===== src/hw/vchl_pkg.sv =====
// package for the channel capability and header log register group
// assumes a plain register port with byte addresses and 32-bit data
package vchl_pkg;

    // register byte offsets
    localparam logic [11:0] VCHL_OFS_HDR0 = 12'h11c;
    localparam logic [11:0] VCHL_OFS_HDR1 = 12'h120;
    localparam logic [11:0] VCHL_OFS_HDR2 = 12'h124;
    localparam logic [11:0] VCHL_OFS_HDR3 = 12'h128;
    localparam logic [11:0] VCHL_OFS_CAP_HDR = 12'h140;
    localparam logic [11:0] VCHL_OFS_CAP_ONE = 12'h144;
    localparam logic [11:0] VCHL_OFS_CAP_TWO = 12'h148;
    localparam logic [11:0] VCHL_OFS_CTL_STS = 12'h14c;
    // table window and load timing, chosen locally
    localparam logic [11:0] VCHL_OFS_TABLE = 12'h170;
    localparam int VCHL_TABLE_WORDS = 4;
    localparam int VCHL_LOAD_NS = 100;
    localparam int VCHL_CLK_NS = 25;
    localparam logic [3:0] VCHL_LOAD_CYCLES = 4'((VCHL_LOAD_NS + VCHL_CLK_NS - 1) / VCHL_CLK_NS);

    // capability header fields
    localparam logic [15:0] VCHL_CAP_ID = 16'h0002;
    localparam logic [3:0] VCHL_CAP_VER = 4'h1;
    localparam logic [11:0] VCHL_NEXT_PTR = 12'h20c;
    // capability one fields
    localparam logic [1:0] VCHL_REF_CLK_100NS = 2'h0;
    localparam logic [1:0] VCHL_ENTRY_SIZE_4B = 2'h2;
    // capability two fields
    localparam logic [7:0] VCHL_ARB_CAP_ON = 8'h03;
    localparam logic [7:0] VCHL_TBL_OFS_ON = 8'h03;
    // control field positions
    localparam int VCHL_CTL_LOAD_BIT = 0;
    localparam int VCHL_CTL_SEL_LO = 1;
    localparam int VCHL_STS_TBL_BIT = 16;
    localparam logic [2:0] VCHL_SEL_MAX = 3'h1;

    // error event delivered to the header log
    typedef struct packed {
        logic valid;
        logic masked;
        logic [127:0] header;
    } vchl_err_s;

    // eeprom auto-load of the count fields
    typedef struct packed {
        logic valid;
        logic [2:0] ext_count;
        logic [2:0] lp_count;
    } vchl_eep_s;

endpackage : vchl_pkg


===== src/hw/vchl_regs.sv =====
// this file holds the whole register group
// assumes a single core clock; strap and eeprom inputs come from outside
// assumes the register port never stalls: read data always follow one cycle later
// assumes the error source already decoded the mask bit into i_err.masked
`timescale 1ns/1ps
`timescale 1ns/1ps
`default_nettype none
module vchl_regs
    import vchl_pkg::*;
#(
    parameter int TABLE_WORDS = VCHL_TABLE_WORDS
)
(
    input wire logic i_core_clk,
    input wire logic i_rst_n,
    input wire logic i_por_n,
    input wire logic i_clk_en,
    input wire logic [11:0] i_addr,
    input wire logic [31:0] i_wdata,
    input wire logic i_wr,
    input wire logic i_rd,
    output logic [31:0] o_rdata,
    input wire logic i_second_channel_strap,
    input wire vchl_eep_s i_eep,
    input wire vchl_err_s i_err,
    output logic o_err_msg,
    output logic [2:0] o_arb_scheme,
    output logic o_table_apply,
    output logic [32*TABLE_WORDS-1:0] o_arb_table
);

    // ------------------------------------------------------------
    // functions
    // ------------------------------------------------------------
    // swap bytes so the first wire byte sits in the top lane
    // used four times on the capture path, once per logged dword
    // the header arrives with its first byte in the low lane of each dword
    function automatic logic [31:0] vchl_swap(input logic [31:0] d);
        vchl_swap = {d[7:0], d[15:8], d[23:16], d[31:24]};
    endfunction : vchl_swap

    // ------------------------------------------------------------
    // strap synchroniser
    // ------------------------------------------------------------
    logic strap_meta;
    logic strap_sync;
    logic strap_taken;
    logic [1:0] strap_age;
    logic [2:0] ext_count;
    logic [2:0] lp_count;

    // the pin is asynchronous; only strap_sync is looked at
    // both flops reset low, so the settled level is only known two
    // enabled edges after release; the capture below waits for that
    always_ff @(posedge i_core_clk or negedge i_rst_n)
    begin
        if (!i_rst_n)
        begin
            strap_meta <= 1'b0;
            strap_sync <= 1'b0;
        end
        else if (i_clk_en)
        begin
            strap_meta <= i_second_channel_strap;
            strap_sync <= strap_meta;
        end
    end

    // ------------------------------------------------------------
    // count fields
    // ------------------------------------------------------------
    // strap caught once the synchroniser has settled, eeprom can override later
    // reading the sync flop any earlier would catch its reset value, not the pin
    // an eeprom load before the capture wins and blocks the strap for good
    // limitation: the upper count bits only ever change through eeprom
    always_ff @(posedge i_core_clk or negedge i_rst_n)
    begin
        if (!i_rst_n)
        begin
            strap_taken <= 1'b0;
            strap_age <= 2'h0;
            ext_count <= 3'h0;
            lp_count <= 3'h0;
        end
        else if (i_clk_en)
        begin
            // age saturates at two: the sync flop then holds the real pin level
            if (strap_age != 2'h2)
                strap_age <= strap_age + 2'h1;
            if (i_eep.valid)
            begin
                ext_count <= i_eep.ext_count;
                lp_count <= i_eep.lp_count;
                strap_taken <= 1'b1;
            end
            else if (!strap_taken && (strap_age == 2'h2))
            begin
                ext_count <= {2'h0, strap_sync};
                strap_taken <= 1'b1;
            end
        end
    end

    // ------------------------------------------------------------
    // header log
    // ------------------------------------------------------------
    logic [127:0] hdr_log;
    logic hdr_full;
    wire log_take = i_err.valid && !i_err.masked && !hdr_full;

    // sticky: only power-on reset clears it, so a warm reset keeps the log
    // first-error semantics: once full, later events are dropped until power-on
    // a masked event neither fills the log nor locks it
    // trade-off: no way to rearm the log from software, by intent
    always_ff @(posedge i_core_clk or negedge i_por_n)
    begin
        if (!i_por_n)
        begin
            hdr_log <= 128'h0;
            hdr_full <= 1'b0;
        end
        else if (i_clk_en && log_take)
        begin
            hdr_log <= {vchl_swap(i_err.header[127:96]), vchl_swap(i_err.header[95:64]),
                vchl_swap(i_err.header[63:32]), vchl_swap(i_err.header[31:0])};
            hdr_full <= 1'b1;
        end
    end

    // ------------------------------------------------------------
    // address decode
    // ------------------------------------------------------------
    // control and status share one word: low half control, bit 16 status
    // table window is word aligned; unaligned or out-of-range hits decode as none
    // hazard: the table index uses two address bits, sized for four words
    wire hit_ctl = i_addr == VCHL_OFS_CTL_STS;
    wire [11:0] tbl_rel = i_addr - VCHL_OFS_TABLE;
    wire hit_tbl = (i_addr >= VCHL_OFS_TABLE) && (tbl_rel[11:2] < 10'(TABLE_WORDS))
        && (i_addr[1:0] == 2'h0);
    wire wr_ctl = i_wr && hit_ctl;
    wire wr_tbl = i_wr && hit_tbl;
    wire load_req = wr_ctl && i_wdata[VCHL_CTL_LOAD_BIT];
    wire [2:0] sel_in = i_wdata[VCHL_CTL_SEL_LO +: 3];
    // anything above the supported codes falls back to the default scheme
    wire [2:0] sel_fix = (sel_in <= VCHL_SEL_MAX) ? sel_in : 3'h0;

    // ------------------------------------------------------------
    // control, table and load sequencer
    // ------------------------------------------------------------
    typedef enum logic [1:0] {
        VCHL_IDLE = 2'b01,
        VCHL_LOAD = 2'b10
    } vchl_state_e;

    vchl_state_e state;
    vchl_state_e next_state;
    logic [3:0] load_cnt;
    logic [2:0] arb_sel;
    logic tbl_status;
    logic [31:0] tbl_mem [TABLE_WORDS];
    logic [32*TABLE_WORDS-1:0] active_tbl;
    logic apply_pulse;
    wire load_done = (state == VCHL_LOAD) && (load_cnt == 4'h1);

    // next state of the load sequencer
    // a load request during a running load is ignored, the walk is not restarted
    // the walk length is a fixed count; the arbiter sees the table only at the end
    always_comb
    begin
        next_state = state;
        unique case (state)
            VCHL_IDLE: if (load_req) next_state = VCHL_LOAD;
            VCHL_LOAD: if (load_done) next_state = VCHL_IDLE;
            default: next_state = VCHL_IDLE;
        endcase
    end

    always_ff @(posedge i_core_clk or negedge i_rst_n)
    begin
        if (!i_rst_n)
        begin
            state <= VCHL_IDLE;
            load_cnt <= 4'h0;
        end
        else if (i_clk_en)
        begin
            state <= next_state;
            load_cnt <= (state == VCHL_IDLE) ? VCHL_LOAD_CYCLES : load_cnt - 4'h1;
        end
    end

    // load counter is primed while idle and counts down during the walk
    // scheme select; only valid codes are stored
    // storing the folded code keeps read-back and arbiter in agreement
    always_ff @(posedge i_core_clk or negedge i_rst_n)
    begin
        if (!i_rst_n)
            arb_sel <= 3'h0;
        else if (i_clk_en && wr_ctl)
            arb_sel <= sel_fix;
    end

    // table entries written by software
    // no reset: contents only matter once software has written and loaded them
    // writes in the finishing cycle of a load land here but reach the arbiter next load
    always_ff @(posedge i_core_clk)
    begin
        if (i_clk_en && wr_tbl)
            tbl_mem[tbl_rel[3:2]] <= i_wdata;
    end

    // status: a table write in the finishing cycle wins over the clear
    // so software never loses the hint that the copy in use is stale
    always_ff @(posedge i_core_clk or negedge i_rst_n)
    begin
        if (!i_rst_n)
            tbl_status <= 1'b0;
        else if (i_clk_en)
        begin
            if (wr_tbl)
                tbl_status <= 1'b1;
            else if (load_done)
                tbl_status <= 1'b0;
        end
    end

    // active table copied into the arbiter when the load finishes
    // the apply pulse is registered on the same edge as the copy, so both
    // change together for the arbiter when it reacts to the pulse
    always_ff @(posedge i_core_clk or negedge i_rst_n)
    begin
        if (!i_rst_n)
        begin
            active_tbl <= '0;
            apply_pulse <= 1'b0;
        end
        else if (i_clk_en)
        begin
            apply_pulse <= load_done;
            if (load_done)
                for (int k = 0; k < TABLE_WORDS; k++)
                    active_tbl[32*k +: 32] <= tbl_mem[k];
        end
    end

    // ------------------------------------------------------------
    // read mux
    // ------------------------------------------------------------
    wire [31:0] rd_cap_hdr = {VCHL_NEXT_PTR, VCHL_CAP_VER, VCHL_CAP_ID};
    wire [31:0] rd_cap_one = {20'h0, VCHL_ENTRY_SIZE_4B, VCHL_REF_CLK_100NS, 1'b0, lp_count,
        1'b0, ext_count};
    wire [7:0] cap_two_arb = ext_count[0] ? VCHL_ARB_CAP_ON : 8'h00;
    wire [7:0] cap_two_ofs = ext_count[0] ? VCHL_TBL_OFS_ON : 8'h00;
    wire [31:0] rd_cap_two = {cap_two_ofs, 16'h0, cap_two_arb};
    // load bit always reads zero
    wire [31:0] rd_ctl = {15'h0, tbl_status, 12'h0, arb_sel, 1'b0};
    wire [31:0] rd_tbl = hit_tbl ? tbl_mem[tbl_rel[3:2]] : 32'h0;
    // unmapped addresses read zero
    // reserved bits are tied low in every word above, writes never reach them
    // the mux is a priority chain; addresses are exclusive so order is free
    wire [31:0] rd_mux =
        (i_addr == VCHL_OFS_HDR0) ? hdr_log[31:0] :
        (i_addr == VCHL_OFS_HDR1) ? hdr_log[63:32] :
        (i_addr == VCHL_OFS_HDR2) ? hdr_log[95:64] :
        (i_addr == VCHL_OFS_HDR3) ? hdr_log[127:96] :
        (i_addr == VCHL_OFS_CAP_HDR) ? rd_cap_hdr :
        (i_addr == VCHL_OFS_CAP_ONE) ? rd_cap_one :
        (i_addr == VCHL_OFS_CAP_TWO) ? rd_cap_two :
        hit_ctl ? rd_ctl : rd_tbl;

    // ------------------------------------------------------------
    // registered outputs
    // ------------------------------------------------------------
    // read data stand one cycle and return to zero, so a stale word never lingers
    // the error message pulse is not tied to the log: every unmasked event signals
    always_ff @(posedge i_core_clk or negedge i_rst_n)
    begin
        if (!i_rst_n)
        begin
            o_rdata <= 32'h0;
            o_err_msg <= 1'b0;
        end
        else if (i_clk_en)
        begin
            o_rdata <= i_rd ? rd_mux : 32'h0;
            o_err_msg <= i_err.valid && !i_err.masked;
        end
    end

    // these three are plain flops, renamed onto the ports
    assign o_arb_scheme = arb_sel;
    assign o_table_apply = apply_pulse;
    assign o_arb_table = active_tbl;

endmodule : vchl_regs
`default_nettype wire


===== config.mk =====
export PLATFORM = sky130hd
export DESIGN_NAME = vchl_regs
export DESIGN_NICKNAME = d
export VERILOG_FILES = /design/src/hw/vchl_pkg.sv /design/src/hw/vchl_regs.sv
export SDC_FILE = /design/constraint.sdc
export NUM_CORES = 1
export LEC_CHECK = 0
export BUFFER_PORTS_ARGS = -buffer_cell sky130_fd_sc_hd__buf_4
export CORE_ASPECT_RATIO = 2
export CORE_MARGIN = 3
export CORE_UTILIZATION = 59
export DETAILED_ROUTE_END_ITERATION = 8
export GPL_ROUTABILITY_DRIVEN = 0
export PLACE_DENSITY_LB_ADDON = 0.3
export SETUP_SLACK_MARGIN = 0.5
export SYNTH_ARGS = -nofsm -noshare
export SYNTH_HDL_FRONTEND = slang
export SYNTH_SLANG_ARGS = --single-unit
export TNS_END_PERCENT = 10

===== constraint.sdc =====
create_clock -name i_core_clk -period 5 [get_ports i_core_clk]
set_input_delay 1.5 -clock i_core_clk [delete_from_list [all_inputs] [get_ports i_core_clk]]
set_output_delay 1.5 -clock i_core_clk [all_outputs]
set_load 0.005 [all_outputs]

* Yosys cells after proc, flatten, opt, wreduce, memory -nomap -nowiden
Memory sizes are Yosys's and may differ from the RTL's. A register that Yosys moved wholly into a read port is not among the register bits.
Index checks and enable logic that the tools add are counted.
** Operators by class
- $add $sub $neg :: 3
- Multipliers :: 0
- Divide/modulo/power cells :: 0
- $lt $le $gt $ge :: 3
- Equal/unequal tests :: 15
- Shift-type cells :: 0
- Multiplexer cells :: 24
- Bitwise logic cells :: 0
- Reduce and logical (&&, ||, !) cells :: 28
** Operators with widths (count)
- two-way mux 32 bit :: 10
- equality test 12 x 9 -> 1 bit, second input constant :: 8
- >= comparator 12 x 9 -> 1 bit, second input constant :: 1
- logical AND 1 bit :: 12
- subtractor 12 x 9 -> 12 bit, second input constant :: 1
- less-than comparator 10 x 3 -> 1 bit, second input constant :: 1
- AND reduction 2 bit :: 5
- two-way mux 3 bit :: 3
- logical NOT 1 bit :: 7
- two-way mux 1 bit :: 6
- two-way mux 2 bit :: 3
- != test 2 bit, second input constant :: 3
- equality test 2 bit, second input constant :: 2
- equality test 4 x 1 -> 1 bit, second input constant :: 1
- two-way mux 4 bit :: 1
- case mux 2 bit (2 select lines) :: 1
- nonzero test 2 bit :: 2
- subtractor 4 x 1 -> 4 bit, second input constant :: 1
- <= comparator 3 x 1 -> 1 bit, second input constant :: 1
- AND reduction 3 bit :: 1
- adder 2 x 1 -> 2 bit, second input constant :: 1
- equality test 2 x 1 -> 1 bit, second input constant :: 1
- logical NOT 2 bit :: 1
** Storage, ports and cells
- Bits in registers :: 184
- Bits in latches :: 0
- Memory bits (writable) :: 128
- Memory bits (read-only) :: 0
- Logic and storage cells :: 89
- Memories :: 1
** Memory list
- tbl_mem :: depth 4, bits a word 32, rd ports 5, clocked after memory_dff 4, wr ports 1, RTL line vchl_regs.sv:160 : logic [31:0] tbl_mem [TABLE_WORDS];

* Logic depth before layout (Yosys ltp)
Gate-level depths: netlist of run 1.
- Depth after elaboration :: 14
- Mapped depth :: 8
- Gate-level depth less buffers :: 6

* Worst setup path after synthesis of run 1
OpenSTA, ideal clock, no wires.
- Path kind :: input -> register
- Start point :: input port i_addr[1]
- End point :: memory tbl_mem[0][0], enable pin
- Arrival time :: 4.857 ns
- Data required time :: 4.539 ns
- Slack :: -0.318 ns
- Stages :: 5
- Cell sequence :: nor4_1 > and2_0 > clkbuf_1 > nand4_1 > nor3_1
** Between the ends
- Longest elaborated chain between the ends :: 8
** Ends and longest elaborated chain
- start: declaration :: RTL line vchl_regs.sv:18 : input wire logic [11:0] i_addr,
- subtractor 12 x 9 -> 12 bit :: RTL line vchl_regs.sv:137 : wire [11:0] tbl_rel = i_addr - VCHL_OFS_TABLE;
- less-than comparator 10 x 3 -> 1 bit :: RTL line vchl_regs.sv:138 : wire hit_tbl = (i_addr >= VCHL_OFS_TABLE) && (tbl_rel[11:2] < 10'(TABLE_WORDS))
- logical AND 1 bit :: RTL line vchl_regs.sv:138
- logical AND 1 bit :: RTL line vchl_regs.sv:139 : && (i_addr[1:0] == 2'h0);
- logical AND 1 bit :: RTL line vchl_regs.sv:141 : wire wr_tbl = i_wr && hit_tbl;
- logical AND 1 bit :: RTL line vchl_regs.sv:208 : if (i_clk_en && wr_tbl)
- two-way mux 1 bit :: RTL line vchl_regs.sv:208
- two-way mux 1 bit (implied by the code) :: RTL line vchl_regs.sv:209 : tbl_mem[tbl_rel[3:2]] <= i_wdata;
- end: declaration :: RTL line vchl_regs.sv:160
Several ways; a longest one is shown, not always the timed one.

* Final worst setup path of run 1
- Start point :: input port i_addr[1]
- End point :: memory tbl_mem[0][18], enable pin
Same word-level chain as after synthesis.

==> results of run 1 <==
## cell families (layout without fill, tap and decap cells)
logic type      Yosys count  in the layout  synth area share
mux                     296            296            0.2058
xor+xnor                  1              1         0.0004901
buf+inv                  89            455           0.02240
fa+ha+maj                 3              3          0.002100
flops                   440            440            0.6519
other cells               0              4                 0
simple gates            117            117           0.03514
compound gates          185            185           0.08218
## power by group through the flow
stage,registers [uW],clock network [uW],logic (uW)
3_5_place_dp,4200,0,617
3_3_place_gp,4190,0,592
4_1_cts,4130,3090,623
6_report,4140,3050,617
5_1_grt,4160,3240,670
2_1_floorplan,4140,0,362
## worst max path at each step
stage / start / to / cells after the start
finish: i_addr[1] / tbl_mem[0][18] / 7
global route: i_addr[1] / tbl_mem[0][18] / 7
CTS: i_addr[1] / tbl_mem[0][13] / 7
detailed placement: i_addr[1] / tbl_mem[0][18] / 7
global placement: i_addr[1] / tbl_mem[0][14] / 7
floorplan: i_addr[1] / tbl_mem[1][0] / 5
## routing by layer
| metal | track usage | wire [microns] |
|---|---|---|
| met1 | 0.3565 | 17150 |
| met2 | 0.4871 | 24490 |
| met3 | 0.06007 | 3562 |
| met4 | 0.1153 | 2030 |
| met5 | 0 | 0 |
## layout by cell type, fill, tap and decap left out, drive strengths merged, types with 8 or more instances in the layout
cell type / netlist / final
a21oi: 15 / 15
a221o: 18 / 18
a222oi: 18 / 18
a22oi: 16 / 16
a2bb2oi: 24 / 24
buf: 41 / 373
clkbuf: 36 / 50
clkinv: 1 / 13
dfrtp: 311 / 311
edfxtp: 128 / 128
inv: 11 / 13
mux2: 262 / 262
mux4: 31 / 31
nand2: 42 / 42
nand2b: 10 / 10
nor2: 22 / 22
nor2b: 8 / 8
nor3: 10 / 10
o21ai: 23 / 23
o2bb2ai: 26 / 26
## area by class of cell
type / count / area [sq um]
Antenna cell: 4 / 10.01
Clock buffer: 49 / 1075
Clock inverter: 20 / 205.2
Multi-Input combinational cell: 602 / 5876
Inverter: 12 / 45.04
Tap cell: 364 / 455.4
Timing Repair Buffer: 374 / 2843
Sequential cell: 440 / 11650
Fill cell: 1898 / 7571
## state kept, by name, summed over array words and instances (netlist names)
signal         count
hdr_log          128
o_arb_table      128
tbl_mem          128
o_rdata           32
load_cnt           4
ext_count          3
lp_count           3
o_arb_scheme       3
state              2
strap_age          2
hdr_full           1
o_err_msg          1
o_table_apply      1
strap_meta         1
strap_sync         1
strap_taken        1
tbl_status         1
## per-stage QoR
step,instances,power [uW]
final,1865,7804
after global routing,1864,8068
after CTS,1861,7849
after detailed placement,1792,4818
after global placement,1792,4780
after floorplan,1131,4501
## cells in the mapped netlist, drive strengths merged (18+ instances only)
cell type  count  area, sq um
mux2         262         2950
buf           41        220.2
a2bb2oi       24        210.2
mux4          31        698.2
nand2         42        157.7
o2bb2ai       26        227.7
o21ai         23        115.1
clkbuf        36        135.1
a221o         18        180.2
a222oi        18        180.2
dfrtp        311         7782
nor2          22        105.1
edfxtp       128         3844
==> run_results.csv, run 1 <==
group,metric,value,unit
clock_tree,cts_tree,"yes",
setup_path,worst-setup-path-type,"input pin to flop",
power,p_leak,0.009970,uW
detailed_routing,drc,0,
setup_path,critPathRequiredTime,5.17,ns
timing,worst_slack,1.462,ns
setup_path,worstPathCellList,"buf_4, nor4_1, and2_0, buf_4, nand4_1, nor3_4, buf_4",
floorplanning,core,0.02973,sq mm
setup_path,critPathSlowestCell,"nor4_1",
placed_design,port_buffers,352,
floorplanning,io_pins,353,
clock_tree,cts_buffers,39,
logic_synthesis,seq_area_frac_synth,0.6519,
logic_synthesis,synthArstFlopShare,0.7091,
grt,grt_pass1_vias,12180,
timing,whs,0.4830,ns
clock_tree,postCtsHoldBufs,0,
run,cap_violations,0,
timing,slew_headroom,0.3175,
grt,antenna_found_initial,3,
power,p_seq_frac,0.530,
timing,rsz0062_at_grt,"no",
power,ir_drop,0.3186,mV
setup_path,r2r-end,"o_arb_table[50]",
floorplanning,std_cell_rows,89,
finish,final_util,0.7454,
clock_tree,htree_levels,2,
outcome,status,"finished clean",
clock_tree,cts_root_buffer,"clkbuf_16",
setup_path,rr_startpoint,"load_cnt[1]",
logic_synthesis,synth_edf_count,128,
detailed_routing,routed_wl,47230,microns
timing,finalHoldViolations,0,
logic_synthesis,synth-main-ff-cell,"dfrtp_1",
setup_path,rr_worst_depth,6,
setup_path,cp-start-kind,"input pin",
detailed_routing,drt-wirelength-per-cell,25.32,microns
grt,grt_overflow,0,
power,pwr-share-clk,0.391,
setup_path,r2r_slack,2.33,ns
setup_path,arrival,3.70,ns
setup_path,endpoint_kind,"flop",
logic_synthesis,synthCells,1131,
finish,area_delta_synth_final,23.98,%
power,p_sw,1744,uW
timing,final-setup-viol-count,0,
timing,fin_crit_sh,0.7076,
clock_tree,ctsResizeCount,0,
finish,fin_area,0.02216,sq mm
clock_tree,clock-sinks,440,
finish,num-nets-final,1660,
placed_design,dpl_cell_area,0.02087,sq mm
timing,skew,0.01217,ns
setup_path,crit_fanout,32,
hold_path,hold_path_end,"load_cnt[3]",
finish,drive_gt1_frac,0.4957,
timing,finalMaxSlewViolations,0,
logic_synthesis,yosys.cell_types.count,61,
logic_synthesis,syn_area_per_cell,15.80,sq um
placed_design,place.detailed.hpwl,32150,microns
detailed_routing,avgViaCountPerCell,6.193,
hold_path,hp-start,"load_cnt[3]",
timing,min_period,3.538,ns
setup_path,crit_path_max_incr_delay,0.49,ns
detailed_routing,drtIter0Drc,1027,
clock_tree,clkLatencyLatePin,0.54,ns
floorplanning,die_area,0.03255,sq mm
power,combPwrFrac,0.079,
clock_tree,clk_pin_slew_worst_paths,0.07,ns
timing,fmax,282.6,MHz
hold_path,hp-class,"flop to flop",
power,swShare,0.2235,
detailed_routing,ant_nets,0,
floorplanning,start_util,0.6012,
logic_synthesis,ys_seq_elements,440,
placed_design,dp_slack,0.9561,ns
setup_path,crit_path_frequent_cell,"buf_4",
power,internal_power,6060,uW
power,p_per_area,352.1,mW/mm^2
setup_path,path_delay_family,"simple AND/OR/NAND/NOR gates",
setup_path,crit_buf_inv,3,
detailed_routing,drt-pass1-iter-count,8,
logic_synthesis,ys_warn_count,0,
floorplanning,die_x,129.1,microns
hold_path,worstHoldPathCells,1,
grt,grt_pass1_wl,71070,microns
timing,tns,0,ns
grt,grtUsageTotal,0.2861,
detailed_routing,vias,11550,
timing,worstMarginPinSlew,1.024,ns
floorplanning,die_h,252.2,microns
clock_tree,clockBufferDepth,3,
clock_tree,postCtsSetupBuffers,0,
logic_synthesis,synth_nets,1322,
grt,grt_max_degree,130,
logic_synthesis,syn_area,0.01787,sq mm
Note: power is estimated with default switching activity, not from simulation.
==> run 2: changes to the inputs <==
ABC_AREA = 1   (was default)
CORE_UTILIZATION = 55   (was 59)
clock period = 3.65 ns   (was 5 ns; I/O delays follow)
==> run 2 against run 1 <==
  * First-iteration DRC count shrank 8.5%
  * Global-route usage fell by 1.2 points
  * Largest cell class unchanged
  * Highest routed layer is now met5
  * Largest power group unchanged
  * Via count increased by 18%
  * Critical endpoint is now tbl_mem[3][30]
  * Critical path depth unchanged
  * Sequential share of layout area decreased by 0.59 points
==> run_results.csv, run 2 <==
group,metric,value,unit
detailed_routing,drc,0,
grt,antenna_found_initial,5,
logic_synthesis,syn_area_per_cell,10.18,sq um
clock_tree,clock-sinks,440,
floorplanning,die_h,261.7,microns
timing,tns,0,ns
detailed_routing,ant_nets,0,
timing,whs,0.4712,ns
timing,fmax,375.2,MHz
setup_path,crit_path_max_incr_delay,0.46,ns
finish,num-nets-final,2290,
setup_path,startpoint,"i_addr[1]",
timing,worst_slack,0.9850,ns
finish,finalNonFillerCells,2558,
floorplanning,std_cell_rows,93,
hold_path,hp-class,"flop to flop",
logic_synthesis,synth_nets,1958,
finish,area_delta_synth_final,24.61,%
floorplanning,die_area,0.03504,sq mm
placed_design,dp_slack,0.4460,ns
floorplanning,io_pins,353,
detailed_routing,routed_wl,48590,microns
placed_design,dp.cells,2486,
power,p_leak,0.01145,uW
finish,final_cell_mix,"546 x nand2_1, 367 x buf_4, 311 x dfrtp_1",
setup_path,worstPathCellList,"buf_4, nor2_2, nand3_2, nor2_2, nand3_1, nor2_4, buf_4",
hold_path,hp-start,"strap_taken",
finish,layout_commonest_cell,"nand2_1",
clock_tree,cts_root_buffer,"clkbuf_16",
setup_path,rr_worst_depth,7,
setup_path,critPathSlowestCell,"buf_4",
grt,grt_overflow,0,
placed_design,port_buffers,352,
power,p_per_area,563.7,mW/mm^2
timing,min_period,2.665,ns
logic_synthesis,syn_area,0.01799,sq mm
detailed_routing,drt-wirelength-per-cell,19.00,microns
grt,grt_pass1_vias,13690,
setup_path,r2r-end,"o_arb_table[60]",
detailed_routing,vias,13690,
power,ir_drop,0.4401,mV
logic_synthesis,ys_seq_elements,440,
outcome,status,"finished clean",
grt,grtUsageTotal,0.2737,
timing,slew_headroom,0.3582,
finish,drive_gt1_frac,0.2614,
logic_synthesis,synthArstFlopShare,0.7091,
logic_synthesis,synth.top_cell.area_share,0.4327,
logic_synthesis,ys_warn_count,0,
floorplanning,start_util,0.5580,
timing,final-setup-viol-count,0,
setup_path,critPathRequiredTime,3.82,ns
setup_path,r2r_slack,1.58,ns
logic_synthesis,synth_edf_count,128,
timing,finalHoldViolations,0,
finish,fillers,2410,
grt,grt_pass1_wl,74150,microns
setup_path,arrival,2.84,ns
clock_tree,postCtsSetupBuffers,0,
setup_path,endpoint_kind,"flop",
timing,skew,0.01823,ns
logic_synthesis,synth_area_leaders,"dfrtp_1 43%, edfxtp_1 21%, nand2_1 11%",
timing,rsz0062_at_grt,"no",
hold_path,hold_path_end,"strap_taken",
logic_synthesis,seq_area_frac_synth,0.6479,
logic_synthesis,yosys.cell_count.top_type,"nand2_1",
placed_design,place.detailed.hpwl,34920,microns
floorplanning,die_x,133.9,microns
logic_synthesis,synthCells,1767,
logic_synthesis,synthTopCellsByCount,"547 x nand2_1, 311 x dfrtp_1, 164 x o21ai_0",
grt,grt_max_degree,78,
setup_path,cp-start-kind,"input pin",
detailed_routing,avgViaCountPerCell,5.350,
clock_tree,cts_tree,"yes",
clock_tree,ctsResizeCount,0,
setup_path,rr_startpoint,"load_cnt[0]",
timing,fin_crit_sh,0.7301,
detailed_routing,drt-pass1-iter-count,5,
timing,worstMarginPinSlew,0.9617,ns
floorplanning,core,0.03223,sq mm
setup_path,crit_fanout,32,
logic_synthesis,synth-main-ff-cell,"dfrtp_1",
run,cap_violations,0,
logic_synthesis,yosys.cell_types.count,37,
detailed_routing,drtIter0Drc,940,
clock_tree,cts_buffers,38,
hold_path,worstHoldPathCells,1,
logic_synthesis,yosys.area.top_type,"dfrtp_1",
clock_tree,clkLatencyLatePin,0.55,ns
timing,finalMaxSlewViolations,0,
setup_path,worst-setup-path-type,"input pin to flop",
clock_tree,clockBufferDepth,3,
clock_tree,htree_levels,2,
clock_tree,postCtsHoldBufs,0,
clock_tree,clk_pin_slew_worst_paths,0.07,ns
run 2: changes by cell type after synthesis, moves of 26 or more:
cell       delta
nand2_1     +505
mux2_2      -178
inv_1       +152
o21ai_0     +141
nor2_1       +68
a21oi_1      +49
mux4_2       -31
nand3_1      +27
o2bb2ai_1    -26
run 2: worst max-delay path by stage:
stage | endpoint | slack, ns | cells past startpoint
detailed placement | tbl_mem[1][12] | 0.45 | 7
finish | tbl_mem[3][30] | 0.98 | 7
CTS | tbl_mem[3][31] | 1.03 | 7
global placement | tbl_mem[0][20] | 0.53 | 7
global route | o_rdata[31] | 0.91 | 8
floorplan | tbl_mem[1][0] | 0.34 | 6
run 2: area by class of cell:
type,count,area [sq um],area share
diodes,4,10.01,0.0004466
clock buffers,60,1239,0.05527
clock inverters,8,70.07,0.003126
inverters,168,635.6,0.02836
multi-input cells,1074,5331,0.2379
flip-flops and latches,440,11650,0.5199
well taps,427,534.3,0.02384
repair buffers,377,2940,0.1312
run 2: layer usage:
| layer | GRT usage | routed length, microns |
|---|---|---|
| met1 | 0.3128 | 17260 |
| met3 | 0.04617 | 3200 |
| met5 | 0 | 13 |
| met2 | 0.4887 | 25590 |
| met4 | 0.1467 | 2528 |
run 2: cell families after synthesis:
kind of cell / share of synthesized area
adder cells (fa/ha/maj): 0.002087
AO/OA/AOI/OAI: 0.08202
buffers and inverters: 0.05816
multiplexers: 0.05259
AND/OR/NAND/NOR: 0.1563
XOR/XNOR: 0.0009741
flip-flops: 0.6479
run 2: critical path: cells and delay by family:
family	cells	cell delay [ns]
AND/OR/NAND/NOR	5	1.13
buffers and inverters	2	0.57
run 2: power breakdown:
part           switching (uW)  internal [uW]
logic                    1020           1230
registers                 473           5780
clock network            1780           2350
run 2: stage by stage:
step | area, sq um | total power [uW] | util
2_1_floorplan | 18000 | 6972 | -
3_3_place_gp | 21090 | 8505 | 0.6544
3_5_place_dp | 21090 | 8595 | 0.6544
4_1_cts | 22400 | 12730 | 0.6950
5_1_grt | 22410 | 13210 | 0.6954
6_report | 22410 | 12630 | 0.6954
